`src/logic/cmr_pkg.sv`:
```
// Purpose: constants and types for the coding-mode and restart control bank
// Assumes: byte addresses on a 32-bit avalon-mm slave, 125 MHz clock
// Notes: compressor bank at 0x00, expander bank at 0x40
package cmr_pkg;
  // master control fields
  localparam int GO_BIT = 0;
  localparam int OP_LO = 1;
  localparam int IE_BIT = 3;
  localparam int DC_BIT = 4;
  localparam int SC_BIT = 5;
  localparam int MC_LO = 6;
  localparam logic [1:0] MODE_TRANSPARENT = 2'h0;
  localparam logic [1:0] MODE_ONE_DIM = 2'h1;
  localparam logic [1:0] MODE_TWO_DIM = 2'h2;
  localparam logic [1:0] OP_RESET = 2'h0;
  localparam logic [1:0] OP_SINGLE = 2'h1;
  localparam logic [1:0] OP_MULTI = 2'h2;
  // restart control bits
  localparam int RC_SRC_COUNT = 0;
  localparam int RC_SRC_ADDR = 1;
  localparam int RC_DST_COUNT = 2;
  localparam int RC_DST_ADDR = 3;
  localparam int RC_UNALIGNED = 5;
  localparam int RC_SRC_LS = 6;
  localparam int RC_DST_LS = 7;
  localparam logic [7:0] RC_MASK_COMP = 8'hcf;
  localparam logic [7:0] RC_MASK_EXP = 8'hef;
  // parameter register fields
  localparam int PAR_EOL_CTRL = 8;
  localparam int PAR_AUTO_EOL = 9;
  // register indices (byte address = 4 * index + bank base)
  localparam logic [3:0] REG_MASTER = 4'h0;
  localparam logic [3:0] REG_RESTART = 4'h1;
  localparam logic [3:0] REG_PARAM = 4'h2;
  localparam logic [3:0] REG_STATUS = 4'h3;
  localparam logic [3:0] REG_SC_HOLD = 4'h4;
  localparam logic [3:0] REG_SA_HOLD = 4'h5;
  localparam logic [3:0] REG_DC_HOLD = 4'h6;
  localparam logic [3:0] REG_DA_HOLD = 4'h7;
  localparam logic [3:0] REG_SC_WORK = 4'h8;
  localparam logic [3:0] REG_SA_CUR = 4'h9;
  localparam logic [3:0] REG_DC_WORK = 4'ha;
  localparam logic [3:0] REG_DA_CUR = 4'hb;
  localparam logic [3:0] REG_SLS = 4'hc;
  localparam logic [3:0] REG_DLS = 4'hd;
  localparam int BANK_BIT = 6;
  // status bits
  localparam int ST_BUSY = 0;
  localparam int ST_ILLEGAL = 1;
  localparam int ST_SRC_OVF = 2;
  localparam int ST_DST_OVF = 3;
  localparam int ST_LINE_2D = 4;
  // timing
  localparam int CLK_MHZ = 125;
  localparam int RESET_TIME_NS = 4000;
  localparam int RESET_CYCLES = (RESET_TIME_NS * CLK_MHZ + 999) / 1000;
  localparam int FIFO_DEPTH = 3;
  typedef enum logic [1:0] {run_idle, run_reset, run_active} cmr_run_type;
  // coding controls presented to the datapath
  typedef struct packed {
    logic pass_through;
    logic one_dim;
    logic two_dim;
    logic eol_insert;
    logic eol_byte_pad;
    logic wrap_enable;
    logic line_is_2d;
    logic ref_read;
    logic unaligned_code_flag;
    logic src_doc;
    logic dst_doc;
  } cmr_ctl_type;
  typedef struct packed {
    logic [7:0] mcr;
    logic [7:0] rcr;
    logic [9:0] par;
    logic [15:0] sc_hold;
    logic [15:0] sa_hold;
    logic [15:0] dc_hold;
    logic [15:0] da_hold;
    logic [15:0] sc_work;
    logic [15:0] sa_cur;
    logic [15:0] dc_work;
    logic [15:0] da_cur;
    logic [15:0] source_line_start_keep;
    logic [15:0] destination_line_start_keep;
    logic [15:0] ref_ls;
    logic [7:0] k_work;
    logic next_2d;
    cmr_run_type run;
    logic [8:0] timer;
    logic busy;
    logic illegal;
    logic src_ovf;
    logic dst_ovf;
    cmr_ctl_type ctl;
  } cmr_proc_type;
endpackage

```
`src/logic/cmr_byte_fifo.sv`:
```
// Purpose: three-byte shift fifo on the compressor document input
// Assumes: push and pop from logic on clk
// Notes: flush empties it in one cycle
`timescale 1ns/1ps
module cmr_byte_fifo (
  // clock and reset
  input wire logic clk,
  input wire logic resetn,
  input wire logic flush,
  // filling side
  input wire logic in_valid,
  input wire logic [7:0] in_data,
  output logic in_ready,
  // draining side
  output logic out_valid,
  output logic [7:0] out_data,
  input wire logic out_ready
);
  typedef struct packed {
    logic [cmr_pkg::FIFO_DEPTH-1:0][7:0] ent;
    logic [1:0] count;
    logic in_ready;
    logic out_valid;
  } cmr_fifo_type;
  cmr_fifo_type s;
  cmr_fifo_type next_s;
  logic push;
  logic pop;

  // shift on pop, write at the tail on push
  always_comb begin
    next_s = s;
    pop = s.out_valid && out_ready;
    push = in_valid && s.in_ready;
    if (pop) begin
      for (int i = 0; i < cmr_pkg::FIFO_DEPTH - 1; i++) begin
        next_s.ent[i] = s.ent[i+1];
      end
      next_s.count = s.count - 2'h1;
    end
    if (push) begin
      next_s.ent[next_s.count] = in_data;
      next_s.count = next_s.count + 2'h1;
    end
    if (flush) begin
      next_s.count = 2'h0;
    end
    next_s.in_ready = next_s.count < 2'(cmr_pkg::FIFO_DEPTH);
    next_s.out_valid = next_s.count != 2'h0; // registered so the output comes from a flop
  end

  always_ff @(posedge clk or negedge resetn) begin
    if (!resetn) begin
      s <= '0;
    end else begin
      s <= next_s;
    end
  end

  assign in_ready = s.in_ready;
  assign out_valid = s.out_valid;
  assign out_data = s.ent[0];
endmodule

```
`src/logic/cmr_coding_control.sv`:
```
// Purpose: master and restart control banks for compressor and expander
// Assumes: avalon-mm slave, one wait cycle per access; datapath events on clk
// Notes: index 0 is the compressor, index 1 the expander
`timescale 1ns/1ps
module cmr_coding_control (
  // clock and reset
  input wire logic clk,
  input wire logic resetn,
  // avalon-mm slave
  input wire logic [7:0] address,
  input wire logic read,
  input wire logic write,
  input wire logic [31:0] writedata,
  input wire logic [3:0] byteenable,
  output logic [31:0] readdata,
  output logic waitrequest,
  // datapath events, one-cycle pulses per processor
  input wire logic [1:0] src_xfer,
  input wire logic [1:0] dst_xfer,
  input wire logic [1:0] line_done,
  input wire logic tag_bit,
  // datapath controls per processor
  output logic [1:0] busy,
  output logic [1:0] interrupt_enable_bit,
  output cmr_pkg::cmr_ctl_type [1:0] ctl,
  output logic [1:0][15:0] src_addr,
  output logic [1:0][15:0] dst_addr,
  output logic [1:0][15:0] ref_addr,
  // compressor document input fifo
  input wire logic doc_in_valid,
  input wire logic [7:0] doc_in_data,
  output logic doc_in_ready,
  output logic doc_out_valid,
  output logic [7:0] doc_out_data,
  input wire logic doc_out_ready
);
  typedef struct packed {
    cmr_pkg::cmr_proc_type [1:0] proc;
    logic waitrequest;
    logic [31:0] readdata;
    logic flush;
  } cmr_top_type;
  cmr_top_type s;
  cmr_top_type next_s;
  logic [31:0] wv;
  logic [31:0] rv;
  logic start;
  logic fin;
  logic g3;
  logic g4;
  logic [1:0] mode;
  logic [1:0] op;
  logic [15:0] sum;

  // byte-lane merge of a write into an existing value
  function automatic logic [31:0] merge(input logic [31:0] old, input logic [31:0] wd, input logic [3:0] be);
    logic [31:0] r;
    r = old;
    for (int i = 0; i < 4; i++) begin
      if (be[i]) begin
        r[8*i +: 8] = wd[8*i +: 8];
      end
    end
    return r;
  endfunction

  // read multiplexer of one bank
  function automatic logic [31:0] bank_read(input cmr_pkg::cmr_proc_type p, input logic [3:0] idx);
    logic [31:0] r;
    r = 32'h0000_0000;
    case (idx)
      cmr_pkg::REG_MASTER: r[7:0] = p.mcr;
      cmr_pkg::REG_RESTART: r[7:0] = p.rcr;
      cmr_pkg::REG_PARAM: r[9:0] = p.par;
      cmr_pkg::REG_STATUS: begin
        r[cmr_pkg::ST_BUSY] = p.busy;
        r[cmr_pkg::ST_ILLEGAL] = p.illegal;
        r[cmr_pkg::ST_SRC_OVF] = p.src_ovf;
        r[cmr_pkg::ST_DST_OVF] = p.dst_ovf;
        r[cmr_pkg::ST_LINE_2D] = p.ctl.line_is_2d;
      end
      cmr_pkg::REG_SC_HOLD: r[15:0] = p.sc_hold;
      cmr_pkg::REG_SA_HOLD: r[15:0] = p.sa_hold;
      cmr_pkg::REG_DC_HOLD: r[15:0] = p.dc_hold;
      cmr_pkg::REG_DA_HOLD: r[15:0] = p.da_hold;
      cmr_pkg::REG_SC_WORK: r[15:0] = p.sc_work;
      cmr_pkg::REG_SA_CUR: r[15:0] = p.sa_cur;
      cmr_pkg::REG_DC_WORK: r[15:0] = p.dc_work;
      cmr_pkg::REG_DA_CUR: r[15:0] = p.da_cur;
      cmr_pkg::REG_SLS: r[15:0] = p.source_line_start_keep;
      cmr_pkg::REG_DLS: r[15:0] = p.destination_line_start_keep;
      default: r = 32'h0000_0000;
    endcase
    return r;
  endfunction

  // bus handshake, register writes and both processors' sequencing
  always_comb begin
    next_s = s;
    wv = 32'h0000_0000;
    rv = 32'h0000_0000;
    start = 1'b0;
    fin = 1'b0;
    g3 = 1'b0;
    g4 = 1'b0;
    mode = 2'h0;
    op = 2'h0;
    sum = 16'h0000;
    next_s.flush = 1'b0;
    // waitrequest drops for one cycle after a request is seen
    next_s.waitrequest = !((read || write) && s.waitrequest);
    if (read && s.waitrequest) begin
      if (!address[7]) begin
        rv = bank_read(s.proc[address[cmr_pkg::BANK_BIT]], address[5:2]);
      end
      next_s.readdata = rv;
    end
    for (int p = 0; p < 2; p++) begin
      start = 1'b0;
      fin = 1'b0;
      // software writes, taken on the accepting edge
      if (write && !s.waitrequest && !address[7] && (int'(address[cmr_pkg::BANK_BIT]) == p)) begin
        case (address[5:2])
          cmr_pkg::REG_MASTER: begin
            wv = merge({24'h00_0000, s.proc[p].mcr}, writedata, byteenable);
            if (s.proc[p].busy) begin
              // loading master control while busy terminates with an error
              next_s.proc[p].illegal = 1'b1;
              next_s.proc[p].run = cmr_pkg::run_idle;
              next_s.proc[p].mcr = wv[7:0] & ~8'h01;
            end else begin
              next_s.proc[p].mcr = wv[7:0];
              start = wv[cmr_pkg::GO_BIT];
            end
          end
          cmr_pkg::REG_RESTART: begin
            wv = merge({24'h00_0000, s.proc[p].rcr}, writedata, byteenable);
            next_s.proc[p].rcr = wv[7:0] & ((p == 0) ? cmr_pkg::RC_MASK_COMP : cmr_pkg::RC_MASK_EXP);
          end
          cmr_pkg::REG_PARAM: begin
            wv = merge({22'h00_0000, s.proc[p].par}, writedata, byteenable);
            next_s.proc[p].par = wv[9:0];
          end
          cmr_pkg::REG_SC_HOLD: begin
            wv = merge({16'h0000, s.proc[p].sc_hold}, writedata, byteenable);
            next_s.proc[p].sc_hold = wv[15:0];
          end
          cmr_pkg::REG_SA_HOLD: begin
            wv = merge({16'h0000, s.proc[p].sa_hold}, writedata, byteenable);
            next_s.proc[p].sa_hold = wv[15:0];
          end
          cmr_pkg::REG_DC_HOLD: begin
            wv = merge({16'h0000, s.proc[p].dc_hold}, writedata, byteenable);
            next_s.proc[p].dc_hold = wv[15:0];
          end
          cmr_pkg::REG_DA_HOLD: begin
            wv = merge({16'h0000, s.proc[p].da_hold}, writedata, byteenable);
            next_s.proc[p].da_hold = wv[15:0];
          end
          default: begin
            wv = 32'h0000_0000;
          end
        endcase
      end
      mode = s.proc[p].mcr[cmr_pkg::MC_LO +: 2];
      op = s.proc[p].mcr[cmr_pkg::OP_LO +: 2];
      g4 = (mode == cmr_pkg::MODE_TWO_DIM) && s.proc[p].par[cmr_pkg::PAR_EOL_CTRL];
      g3 = (mode == cmr_pkg::MODE_TWO_DIM) && !s.proc[p].par[cmr_pkg::PAR_EOL_CTRL];
      case (s.proc[p].run)
        cmr_pkg::run_reset: begin
          next_s.proc[p].timer = s.proc[p].timer - 9'h001;
          if (s.proc[p].timer == 9'h001) begin
            fin = 1'b1;
          end
        end
        cmr_pkg::run_active: begin
          if (src_xfer[p]) begin
            sum = s.proc[p].sc_work + 16'h0001;
            next_s.proc[p].sc_work = sum;
            next_s.proc[p].sa_cur = s.proc[p].sa_cur + 16'h0001;
            if (sum == 16'h0000) begin
              next_s.proc[p].src_ovf = 1'b1;
              fin = 1'b1;
            end
          end
          if (dst_xfer[p]) begin
            sum = s.proc[p].dc_work + 16'h0001;
            next_s.proc[p].dc_work = sum;
            next_s.proc[p].da_cur = s.proc[p].da_cur + 16'h0001;
            if (sum == 16'h0000) begin
              next_s.proc[p].dst_ovf = 1'b1;
              fin = 1'b1;
            end
          end
          if (line_done[p]) begin
            // the finished line becomes the reference of the next one
            next_s.proc[p].ref_ls = (p == 0) ? s.proc[p].source_line_start_keep : s.proc[p].destination_line_start_keep;
            next_s.proc[p].source_line_start_keep = s.proc[p].sa_cur;
            next_s.proc[p].destination_line_start_keep = s.proc[p].da_cur;
            if (g3 && (p == 0)) begin
              if (s.proc[p].k_work == 8'h00) begin
                next_s.proc[p].k_work = (s.proc[p].par[7:0] == 8'h00) ? 8'h00 : s.proc[p].par[7:0] - 8'h01;
              end else begin
                next_s.proc[p].k_work = s.proc[p].k_work - 8'h01;
              end
            end
            if (g3 && (p == 1)) begin
              next_s.proc[p].next_2d = !tag_bit;
            end
            if (op == cmr_pkg::OP_SINGLE) begin
              fin = 1'b1;
            end
          end
        end
        default: begin
          fin = 1'b0;
        end
      endcase
      // completion clears the run bit, even over a software write in the same cycle
      if (fin) begin
        next_s.proc[p].run = cmr_pkg::run_idle;
        next_s.proc[p].mcr[cmr_pkg::GO_BIT] = 1'b0;
      end
      if (start) begin
        next_s.proc[p].illegal = 1'b0;
        next_s.proc[p].src_ovf = 1'b0;
        next_s.proc[p].dst_ovf = 1'b0;
        case (wv[cmr_pkg::OP_LO +: 2])
          cmr_pkg::OP_RESET: begin
            next_s.proc[p].sc_work = 16'h0000;
            next_s.proc[p].sa_cur = 16'h0000;
            next_s.proc[p].dc_work = 16'h0000;
            next_s.proc[p].da_cur = 16'h0000;
            next_s.proc[p].source_line_start_keep = 16'h0000;
            next_s.proc[p].destination_line_start_keep = 16'h0000;
            next_s.proc[p].ref_ls = 16'h0000;
            next_s.proc[p].k_work = 8'h00;
            next_s.proc[p].next_2d = 1'b0;
            next_s.proc[p].run = cmr_pkg::run_reset;
            next_s.proc[p].timer = 9'(cmr_pkg::RESET_CYCLES);
            next_s.flush = (p == 0);
          end
          cmr_pkg::OP_SINGLE, cmr_pkg::OP_MULTI: begin
            if (wv[cmr_pkg::MC_LO +: 2] == 2'h3) begin
              next_s.proc[p].illegal = 1'b1;
              next_s.proc[p].mcr[cmr_pkg::GO_BIT] = 1'b0;
            end else begin
              next_s.proc[p].run = cmr_pkg::run_active;
              if (!s.proc[p].rcr[cmr_pkg::RC_SRC_COUNT]) begin
                next_s.proc[p].sc_work = s.proc[p].sc_hold;
              end
              if (!s.proc[p].rcr[cmr_pkg::RC_SRC_ADDR]) begin
                next_s.proc[p].sa_cur = s.proc[p].sa_hold;
              end
              if (!s.proc[p].rcr[cmr_pkg::RC_DST_COUNT]) begin
                next_s.proc[p].dc_work = s.proc[p].dc_hold;
              end
              if (!s.proc[p].rcr[cmr_pkg::RC_DST_ADDR]) begin
                next_s.proc[p].da_cur = s.proc[p].da_hold;
              end
              if (!s.proc[p].rcr[cmr_pkg::RC_SRC_LS]) begin
                next_s.proc[p].source_line_start_keep = s.proc[p].rcr[cmr_pkg::RC_SRC_ADDR] ? s.proc[p].sa_cur
                                                                          : s.proc[p].sa_hold;
              end
              if (!s.proc[p].rcr[cmr_pkg::RC_DST_LS]) begin
                next_s.proc[p].destination_line_start_keep = s.proc[p].rcr[cmr_pkg::RC_DST_ADDR] ? s.proc[p].da_cur
                                                                          : s.proc[p].da_hold;
              end
            end
          end
          default: begin
            next_s.proc[p].illegal = 1'b1; // reserved operation
            next_s.proc[p].mcr[cmr_pkg::GO_BIT] = 1'b0;
          end
        endcase
      end
      next_s.proc[p].busy = next_s.proc[p].run != cmr_pkg::run_idle;
      // coding controls for the datapath, registered
      next_s.proc[p].ctl.pass_through = mode == cmr_pkg::MODE_TRANSPARENT;
      next_s.proc[p].ctl.one_dim = mode == cmr_pkg::MODE_ONE_DIM;
      next_s.proc[p].ctl.two_dim = g3 || g4;
      next_s.proc[p].ctl.eol_insert = g3 || (!g4 && s.proc[p].par[cmr_pkg::PAR_AUTO_EOL]);
      next_s.proc[p].ctl.eol_byte_pad = mode == cmr_pkg::MODE_TRANSPARENT;
      next_s.proc[p].ctl.wrap_enable = !(g3 || g4);
      if (g4) begin
        next_s.proc[p].ctl.line_is_2d = 1'b1;
      end else if (g3) begin
        next_s.proc[p].ctl.line_is_2d = (p == 0) ? (s.proc[p].k_work != 8'h00) : s.proc[p].next_2d;
      end else begin
        next_s.proc[p].ctl.line_is_2d = 1'b0;
      end
      next_s.proc[p].ctl.ref_read = next_s.proc[p].ctl.line_is_2d;
      next_s.proc[p].ctl.unaligned_code_flag = (p == 1) && s.proc[p].rcr[cmr_pkg::RC_UNALIGNED];
      next_s.proc[p].ctl.src_doc = s.proc[p].mcr[cmr_pkg::SC_BIT];
      next_s.proc[p].ctl.dst_doc = s.proc[p].mcr[cmr_pkg::DC_BIT];
    end
  end

  // state register
  always_ff @(posedge clk or negedge resetn) begin
    if (!resetn) begin
      s <= '0;
      s.waitrequest <= 1'b1;
    end else begin
      s <= next_s;
    end
  end

  // compressor document input queue
  cmr_byte_fifo u_doc_fifo (
    .clk(clk),
    .resetn(resetn),
    .flush(s.flush),
    .in_valid(doc_in_valid),
    .in_data(doc_in_data),
    .in_ready(doc_in_ready),
    .out_valid(doc_out_valid),
    .out_data(doc_out_data),
    .out_ready(doc_out_ready)
  );

  // outputs taken from state flops
  assign readdata = s.readdata;
  assign waitrequest = s.waitrequest;
  generate
    for (genvar g = 0; g < 2; g++) begin : g_out
      assign busy[g] = s.proc[g].busy;
      assign interrupt_enable_bit[g] = s.proc[g].mcr[cmr_pkg::IE_BIT];
      assign ctl[g] = s.proc[g].ctl;
      assign src_addr[g] = s.proc[g].sa_cur;
      assign dst_addr[g] = s.proc[g].da_cur;
      assign ref_addr[g] = s.proc[g].ref_ls;
    end
  endgenerate
endmodule

```
`config.mk`:
```
export PLATFORM = sky130hd
export DESIGN_NAME = cmr_coding_control
export DESIGN_NICKNAME = d
export VERILOG_FILES = /design/src/logic/cmr_pkg.sv /design/src/logic/cmr_byte_fifo.sv /design/src/logic/cmr_coding_control.sv
export SDC_FILE = /design/constraint.sdc
export NUM_CORES = 1
export LEC_CHECK = 0
export BUFFER_PORTS_ARGS = -buffer_cell sky130_fd_sc_hd__buf_2
export CAP_MARGIN = 10
export CORE_ASPECT_RATIO = 1.1
export CORE_MARGIN = 3
export CORE_UTILIZATION = 45
export DETAILED_ROUTE_END_ITERATION = 10
export HOLD_SLACK_MARGIN = 0.02
export MAX_ROUTING_LAYER = met4
export PLACE_DENSITY = 0.7
export SLEW_MARGIN = 20
export SYNTH_ARGS = -nofsm -noshare
export SYNTH_HDL_FRONTEND = slang
export SYNTH_SLANG_ARGS = --single-unit
```
`constraint.sdc`:
```
create_clock -name clk -period 3.21 [get_ports clk]
set_clock_uncertainty 0.15 [all_clocks]
set_input_delay 0.1605 -clock clk [delete_from_list [all_inputs] [get_ports clk]]
set_output_delay 0.1605 -clock clk [all_outputs]
set_load 0.03 [all_outputs]
```
== After elaboration in Yosys (flattened, before gate mapping) ==
Index checks and enable logic that the tools add are counted.

* Bits in registers: 519
* Latch bits: 0
* Bits in writable memories: 0
* Memory bits (read-only): 0
* Input bits: 65
* Logic and storage cells: 376
* Memories kept: 0

* Add/sub/neg operators: 14
* $mul: 0
* Div/mod/pow operators: 0
* Magnitude comparators: 4
* Eq/ne operators: 31
* Shift-type cells: 0
* Muxes and demuxes: 173
* Bitwise gates (word level): 1
* Reductions and logical operators: 83

{| class="wikitable"
|+ Operators with widths
! kind !! number
|-
| $mux W237 || 2
|-
| $mux W16 || 25
|-
| $pmux W96 S2 || 2
|-
| $mux W132 || 2
|-
| $mux W8 || 30
|-
| $mux W96 || 2
|-
| $mux W83 || 2
|-
| $add A16 B1 Y16 const B || 8
|-
| $mux W32 || 4
|-
| $mux W120 || 1
|-
| $mux W112 || 1
|-
| $pmux W8 S7 || 2
|-
| $pmux W5 S14 || 1
|-
| $logic_not A16 Y1 || 4
|-
| $pmux W6 S10 || 1
|-
| $mux W1 || 57
|-
| $mux W56 || 1
|-
| $mux W25 || 2
|-
| $mux W48 || 1
|-
| $pmux W3 S13 || 1
|-
| $reduce_bool A2 Y1 || 19
|-
| $mux W18 || 2
|-
| $mux W9 || 4
|-
| $mux W2 || 15
|-
| 33 further kinds || 117
|}

== Longest topological paths before layout ==
Gate-level depths: netlist of the first run.

* Depth in word-level cells: 14
* Depth in mapped cells: 18
* Gate-level depth less buffers: 12

== By module ==
From an unflattened synthesis of the first run, not the netlist that was laid out.

* Cells, all modules: 3034
* Area, all modules: 29345.6 µm²

{| class="wikitable"
|+ By module, submodules not included
! module !! instances !! cells each !! area an instance (µm²) !! seq. area each (µm²)
|-
| cmr_coding_control || 1 || 2932 || 27939.3 || 11887.7
|-
| cmr_byte_fifo || 1 || 102 || 1406.3 || 700.7
|}

== Worst setup path before layout of the first run ==
No wires, ideal clock.

* Path kind: in2reg
* Start: in address[2]
* End: reg s[328] in the netlist's numbering
* Library setup time: 130 ps
* Data arrival time: 3423 ps
* Data required time: 2930 ps
* Slack: -494 ps
* Stages on the path: 18
* Path buffers: 7
* Cell sequence: buf_4 > buf_6 > buf_2 > buf_2 > mux2_2 > a22o_1 > nand2_1 > a21oi_1 > o21ai_0 > nand2_1 > ha_1 > or4_1 > buf_2 > a211o_1 > buf_2 > nand2_2 > buf_4 > a22oi_1

{| class="wikitable"
|+ RTL lines
! element !! line !! source
|-
| start: declaration || cmr_coding_control.sv:10 || <nowiki>input wire logic [7:0] address,</nowiki>
|-
| end signal: assignment || cmr_coding_control.sv:305 || <nowiki>s <= next_s;</nowiki>
|-
| end: declaration || cmr_coding_control.sv:43 || <nowiki>cmr_top_type s;</nowiki>
|}

==> implementation parameters, run 1 <==
Parameter                              Value

Run status
  Failing checks    negative setup slack
  Status    finished with violations

Cells and area
  Filler cell count    5721
  Design area    0.0343 mm^2
  Fin nets    3192
  Layout cell share with drive strength beyond 1    28.3%
  P&R area growth vs syn    16.4%
  End-of-flow core utilization    53.4%
  Final std cells w/o fill    3985

Power and ir drop
  Final Total Pwr    15.6 mW
  Worst VDD drop    0.455 mV
  Leakage    15.7 nW
  Cell area power density    456 mW/mm^2

GRT
  Pin count of the biggest net entering global routing    89
  Initial antenna violation count    7
  Vias in the first global route    24800
  GR Overflow Total    0
  All-layer global routing usage    32.5%
  Wire length of the first global-routing pass    164000 um

Logic synthesis
  Most frequently used flop master after synthesis    dfrtp_1
  Number of distinct library cells after synthesis    96
  Count of synthesis-stage warnings from yosys    0
  Sequential share of the synthesized area    42.7%
  Share of synthesized registers carrying an async set or reset    100%
  Number of flip-flops and latches in the synthesized netlist    503
  Average cell area after synthesis    10.0 um^2
  Number of synthesized flops with an enable pin    0
  Synthesized area    0.0295 mm^2
  Cells after synthesis    2938

Setup path
  Largest fanout of any net on the critical path    8
  CP max-delay cell    or4_4
  Arrival time of data at the critical path endpoint    3.66 ns
  CP top delay family    compound AO/OA/AOI/OAI gates
  Depth of the worst register-to-register path    12
  Largest stage delay on the critical path    0.57 ns
  Ordered list of cells on the worst path    mux2_4 -> a22o_1 -> nand2_2 -> a21oi_2 -> o21ai_2 -> nand2_1 -> ha_2 -> or4_4 -> buf_6 -> a211o_4 -> clkbuf_16 -> a22oi_2
  Type of the worst setup path    flop to flop
  Critical path buffers and inverters    2
  Data required time at the worst endpoint    3.59 ns
  Startpoint type of the worst setup path    flop
  Worst reg-to-reg setup slack    -0.07 ns
  Stages on the worst setup path    12
  CP Capture Type    flop

STA
  Post-route worst hold slack    0.0349 ns
  Final Slew Violations    0
  Minimum setup slack in the final design    -0.0722 ns
  RSZ-0062 raised after global routing    true
  Number of failing hold endpoints at the final stage    0
  Crit share post-route    102%
  Highest achievable clock rate    0.305 GHz
  Transition time at the pin with the least slew margin    0.849 ns
  Final critical path time including I/O delays and setup    3.28 ns
  Number of failing setup endpoints in the final timing report    32
  Sum of negative setup slack    -0.580 ns
  Max_slew headroom    43.0%

Hold path
  Hold Path Cell Cnt    5
  Worst hold-check path type    primary input to flop

Routing
  DRC    0
  Number of DRC markers in iteration 0    2879
  Via count    25200
  Routed len/inst    28.0 um
  Final wirelength    112000 um
  Post-DR vias/cell    6.32
  Post-DRT Antenna Nets    0
  Number of detailed-route iterations in the first pass    8

Place
  Port buffer count    192
  Cell total after placement    3843
  Routability Congestion    0.980
  Placement Cell Area    0.0318 mm^2
  DP Wirelength    81800 um
  Worst slack after detailed placement    -0.328 ns

Clock tree
  CTS clock-pin slew for the worst setup and hold paths    0.06 ns
  Worst-skew pair later-pin latency    0.63 ns
  H-tree Lvls    2
  Maximum root-to-sink buffer count    3
  Number of clock sinks    503
  Number of buffers created by CTS    55
  Root buf cell    clkbuf_16
  TritonCTS clock tree    yes

Floorplan
  Number of cell rows    97
  Placeable core region    0.0642 mm^2
  Die Y-Extent    274 um
  Die outline area    0.0686 mm^2
  Initial standard-cell utilization of the core    45.9%
  Die X    250 um
  Ports    230

Run
  Count of max-cap constraint violations    0
-- cell type report --
class                   instances  area, um^2  share of cell area (%)
clock inverters                19         195                   0.569
diodes                          4        10.0                  0.0292
inverters                      39         146                   0.427
repair buffers                453        3420                    9.98
well taps                     841        1050                    3.07
clock buffers                  80        1570                    4.58
flip-flops and latches        503       12600                    36.7
multi-input cells            2046       15300                    44.6
-- registers in the layout (all words and copies together) (netlist names), 5 cells and up --
signal and flops:
s 332, dst_addr 32, ref_addr 32, src_addr 32, u_doc_fifo.s 18, ctl 17, readdata 16, u_doc_fifo.out_data 8
next_s 5
-- kinds of logic (layout without fill, tap and decap cells) --
logic type	count (synthesis)	after routing	share of synthesized area [%]
compound gates	601	601	14.8
flops	503	503	42.7
fa+ha+maj	29	29	1.23
other cells	1	21	0.0127
mux	428	428	15.5
simple gates	816	816	13.4
buf+inv	405	591	7.64
xor+xnor	155	155	4.61
-- layer usage --
layer  GRT usage (%)  vias to the layer above  part of all wire (%)
met4            14.1                        0                   5.2
met1            42.4                    12700                    41
met3            4.55                      294                   7.8
met5               -                        -                     0
li1                -                    10800                     -
met2            50.8                     1330                    46
-- synth_stat cells, drive strengths merged, types with 12 or more instances --
library cell	count	area, um^2
dfrtp	502	12600
o22ai	65	407
a22o	16	140
a31oi	12	75.1
nand3	83	420
a211oi	81	668
xor2	76	666
nor3	51	293
o22a	33	289
mux2	232	2620
o21ai	79	403
a21oi	74	374
xnor2	79	692
and3	30	188
and2	16	100
mux2i	196	1960
o2bb2ai	36	315
nand2	313	1180
nand4	56	350
buf	241	1640
ha	29	363
nor2	164	626
nor2b	13	81.3
a222oi	17	170
clkbuf	125	470
a22oi	114	856
inv	38	143
nor4	23	159
-- tightest hold or removal path, stage by stage --
cell and delay, ns:
buf_2 0.10, nand2_1 0.11, xor2_1 0.14, xnor2_1 0.17
nor2_1 0.05
-- cell usage in the layout, fill, tap and decap left out, drive strengths merged, types with 7 or more instances in the layout --
cell type and instances:
nand3 83, dlygate4sd3 32, mux2i 196, clkinv 14, a21oi 74, xor2 76, a211oi 81, or3 11
mux2 232, a22o 16, nand4 56, nand2b 8, o22a 33, nor2 164, nor4 23, o21ai 79
and2 16, dfrtp 502, nor2b 13, ha 29, and4b 7, a222oi 17, a31oi 12, nor3 51
o22ai 65, inv 40, a211o 9, xnor2 79, o31ai 7, conb 17, a22oi 114, a221oi 11
nand2 313, o2bb2ai 36, buf 418, clkbuf 82, and3 30
-- power by group --
part	leakage, nW	internal (mW)	switching [mW]
Sequential	6.78	6.76	0.449
Clock	0.872	3.63	2.71
Combinational	8.07	0.834	1.27
Total	15.7	11.2	4.42
-- final timing paths --
path	start	endpoint
setup / recovery	s[183]$_DFFE_PN0P_	s[322]$_DFF_PN0_
hold / removal	doc_out_ready	u_doc_fifo.s[2]$_DFF_PN0_
setup reg to reg	s[183]$_DFFE_PN0P_	s[322]$_DFF_PN0_
hold reg to reg	next_s[35]$_DFFE_PN0P_	ctl[1]$_DFF_PN0_
max in group asynchronous	resetn	s[101]$_DFF_PN0_
min in group asynchronous	resetn	u_doc_fifo.s[14]$_DFF_PN0_
-- timing repair --
item                                   CTS  global route
setup endpoints to repair              166           120
cloned                                   1             2
pin swaps                                3             8
hold buffers                            32             0
endpoints found under the hold margin  435             0
setup buffers                            1             3
resized for setup                        9            44
Power figures use the tool's default switching activity.
==> run 2, diff against run 1 <==
Settings changed: RECOVER_POWER from default to 50, SYNTH_HIERARCHICAL from default to 1.
==> run 2 against run 1 <==
  * Sequential share of layout area rose by 0.12 points
  * Combinational power rose by 9%
  * Largest power group unchanged
  * Worst setup slack improved by 0.11 ns
  * The run ends with max-capacitance violations, max-slew violations left
  * First-iteration DRC count increased by 0.21%
  * Largest cell class unchanged
  * Fmax increased by 3.4%
==> implementation parameters, run 2 <==
Parameter                              Value

Logic synthesis
  Number of distinct library cells after synthesis    96 (unchanged)
  Post-synthesis share of cell area spent on full adders, half adders and majority gates    1.15% (was 1.23%)
  Cells after synthesis    3034 (was 2938)
  Fraction of synthesized area in multiplexers    14.3% (was 15.5%)
  Number of synthesized flops with an enable pin    0 (unchanged)
  Xor/xnor share of the synthesized area    4.53% (was 4.61%)
  Most frequently used flop master after synthesis    dfrtp_1 (unchanged)
  Count of synthesis-stage warnings from yosys    6 (was 0)
  Average cell area after synthesis    9.67 um^2 (was 10.0 um^2)
  Combinational family with the most area after synthesis    simple AND/OR/NAND/NOR gates (was multiplexers)
  Cell type with the largest total area after synthesis    dfrtp_1 (unchanged)
  Ranking of synthesized cells by area    dfrtp_1 (43%), mux2_2 (10%), mux2i_1 (4.2%) (was dfrtp_1 (43%), mux2_2 (8.8%), mux2i_1 (6.7%))
  Share of the synthesized area in the top cell type    42.8% (was 42.6%)
  Most frequent cell after synthesis    dfrtp_1 (unchanged)
  Leading cell types by count after synthesis    dfrtp_1 (502), nand2_1 (323), nor2_1 (291), mux2_2 (262), buf_4 (165) (was dfrtp_1 (502), nand2_1 (311), mux2_2 (230), mux2i_1 (196), buf_4 (167))
  Post-synthesis compound-gate area fraction    13.9% (was 14.8%)
  Share of synthesized registers carrying an async set or reset    100% (unchanged)
  Fraction of the mapped netlist area in simple logic gates    15.8% (was 13.4%)
  Synthesized area    0.0293 mm^2 (was 0.0295 mm^2)
  Number of flip-flops and latches in the synthesized netlist    503 (unchanged)
  Sequential share of the synthesized area    42.9% (was 42.7%)

GRT
  Pin count of the biggest net entering global routing    101 (was 89)
  Vias in the first global route    24700 (was 24800)
  Wire length of the first global-routing pass    162000 um (was 164000 um)
  GR Overflow Total    0 (unchanged)
  Initial antenna violation count    4 (was 7)
  All-layer global routing usage    32.4% (was 32.5%)

Floorplan
  Ports    230 (unchanged)
  Placeable core region    0.0641 mm^2 (was 0.0642 mm^2)
  Number of cell rows    97 (unchanged)
  Initial standard-cell utilization of the core    45.8% (was 45.9%)
  Die outline area    0.0683 mm^2 (was 0.0686 mm^2)
  Die Y-Extent    274 um (about the same)
  Die X    249 um (was 250 um)

Setup path
  Arrival time of data at the critical path endpoint    3.50 ns (was 3.66 ns)
  CP Capture Type    flop (unchanged)
  Startpoint type of the worst setup path    flop (unchanged)
  Largest fanout of any net on the critical path    16 (was 8)
  Data required time at the worst endpoint    3.53 ns (was 3.59 ns)
  Type of the worst setup path    flop to flop (unchanged)

Run status
  Status    finished with violations (unchanged)
  Failing checks    max-capacitance violations, max-slew violations (was negative setup slack)

Routing
  Post-DRT Antenna Nets    0 (unchanged)
  Via count    25600 (was 25200)
  Number of detailed-route iterations in the first pass    11 (was 8)
  Number of DRC markers in iteration 0    2885 (was 2879)
  DRC    0 (unchanged)
  Final wirelength    110000 um (was 112000 um)
  Post-DR vias/cell    6.14 (was 6.32)
  Routed len/inst    26.6 um (was 28.0 um)

Power and ir drop
  Leakage    15.6 nW (was 15.7 nW)
  Combinational fraction of design power    14.1% (was 13.4%)
  Final Total Pwr    16.2 mW (was 15.6 mW)
  Cell area power density    474 mW/mm^2 (was 456 mW/mm^2)
  Switching component of the power    4.54 mW (was 4.42 mW)
  Switching power as a share of total power    28.0% (was 28.3%)
  Share of total power in sequential cells    44.6% (was 46.1%)
  Clock share of power    41.2% (was 40.5%)
  Worst VDD drop    0.390 mV (was 0.455 mV)
  Internal portion of total power    11.7 mW (was 11.2 mW)

STA
  Final Slew Violations    87 (was 0)
  Transition time at the pin with the least slew margin    2.53 ns (was 0.849 ns)
  Number of failing setup endpoints in the final timing report    0 (was 32)
  Final critical path time including I/O delays and setup    3.17 ns (was 3.28 ns)
  Max_slew headroom    -68.6% (was 43.0%)
  Minimum setup slack in the final design    0.0354 ns (was -0.0722 ns)
  Highest achievable clock rate    0.315 GHz (was 0.305 GHz)
  Crit share post-route    98.9% (was 102%)
  Number of failing hold endpoints at the final stage    0 (unchanged)

Cells and area
  Number of flip-flops under the largest register name    332 (unchanged)
  Largest Register    s (unchanged)
  P&R area growth vs syn    16.5% (was 16.4%)
  Design area    0.0342 mm^2 (was 0.0343 mm^2)
  Commonest non-fill, non-tap cell in the layout    dfrtp_1 (unchanged)
  Layout cell share with drive strength beyond 1    25.7% (was 28.3%)
  Top library cells by usage in the layout, fill and taps aside    dfrtp_1 (501), nand2_1 (322), nor2_1 (286) (was dfrtp_1 (502), nand2_1 (307), mux2_2 (229))
  Fin nets    3363 (was 3192)

Clock tree
  Number of clock sinks    503 (unchanged)
  Maximum root-to-sink buffer count    3 (unchanged)
  CTS clock-pin slew for the worst setup and hold paths    0.07 ns (was 0.06 ns)
  Worst-skew pair later-pin latency    0.66 ns (was 0.63 ns)
  H-tree Lvls    2 (unchanged)
  TritonCTS clock tree    yes (unchanged)
  Root buf cell    clkbuf_16 (unchanged)
  Number of buffers created by CTS    53 (was 55)

Run
  Count of max-cap constraint violations    1 (was 0)

Place
  DP Wirelength    82200 um (was 81800 um)
  Routability Congestion    1.14 (was 0.980)
  Placement Cell Area    0.0319 mm^2 (was 0.0318 mm^2)
  Port buffer count    192 (unchanged)
  Worst slack after detailed placement    -0.636 ns (was -0.328 ns)

Hold path
  Worst hold-check path type    primary input to flop (unchanged)
-- run 2: changes by cell type after synthesis, moves of 31 or more --
cell,before,now
mux2_2,230,262
o22a_1,33,1
a211oi_1,69,136
nor2_1,160,291
a22oi_1,114,57
a21oi_1,73,110
o22ai_1,65,34
mux2i_1,196,124
-- run 2: cells by family after synthesis --
logic type                 after synthesis
xor gates and xnor gates               151
muxes                                  386
DFF                                    503
and+or+nand+nor                        986
AOI/OAI and AO/OA                      586
buffers and inverters                  394
other                                    1
adders and majority gates               27
-- run 2: worst max-delay path: stages (launching register included) --
cell,delay (ns)
dfrtp_1,0.39
a222oi_1,0.37
nand3_1,0.16
o211a_1,0.25
inv_2,0.09
nand2_1,0.10
ha_1,0.22
nand2b_1,0.19
buf_4,0.19
nor3_4,0.69
a211oi_1,0.19
-- run 2: area by class of cell --
type / instances / area, um^2
clock inverter: 21 / 345
inverter: 35 / 131
sequential: 503 / 12600
tap: 841 / 1050
multi-input combinational: 2156 / 14800
antenna: 7 / 17.5
fill: 5794 / 29900
timing repair buffer: 522 / 3720
clock buffer: 75 / 1530
-- run 2: power by group through the flow --
stage	sequential, mW	clock [mW]	combinational (mW)
CTS	7.21	6.75	2.29
floorplan	7.16	0	1.56
global placement	7.31	0	2.18
detailed placement	7.32	0	2.23
global route	7.27	7.02	2.46
finish	7.23	6.68	2.29
-- run 2: layer usage --
| layer | up-vias | GRT usage [%] | wire [um] |
|---|---|---|---|
| met4 | 0 | 18.0 | 7430 |
| li1 | 11200 | - | - |
| met2 | 1395 | 47.2 | 48000 |
| met3 | 344 | 7.93 | 10900 |
| met1 | 12600 | 41.5 | 44100 |
| met5 | - | - | 0 |
-- run 2: final timing paths --
| kind | startpoint | to | slack, ns | cells past startpoint |
|---|---|---|---|---|
| max in group asynchronous | resetn | dst_addr[9]$_DFF_PN0_ | 0.46 | 3 |
| min | line_done[1] | ref_addr[16]$_DFF_PN0_ | 0.05 | 5 |
| min in group asynchronous | resetn | s[430]$_DFFE_PN0P_ | 0.68 | 2 |
| max | s[264]$_DFFE_PN0P_ | s[343]$_DFF_PN0_ | 0.04 | 10 |
| max reg2reg | s[264]$_DFFE_PN0P_ | s[343]$_DFF_PN0_ | 0.04 | 10 |
| min reg2reg | next_s[34]$_DFFE_PN0P_ | ctl[0]$_DFF_PN0_ | 0.31 | 0 |
-- run 2: repair_timing --
| item | in CTS | in global routing |
|---|---|---|
| buffers inserted | 2 | 4 |
| pin swaps | 3 | 5 |
| cloned | 2 | 1 |
| endpoints found under the setup margin | 85 | 62 |
| endpoints found under the hold margin | 502 | 0 |
| gates resized for setup | 6 | 13 |
| hold buffers | 31 | 0 |
-- run 2: stage by stage --
step	hold slack, ns	TNS [ns]	std cells	utilization [%]
2_1_floorplan	-0.285	-0.218	3050	-
3_3_place_gp	0.106	-32.77	4017	49.8
3_5_place_dp	0.0961	-43.09	4017	49.8
4_1_cts	0.0212	0	4148	53.4
5_1_grt	0.0390	-0.165	4158	53.3
6_report	0.0485	0	4160	53.3
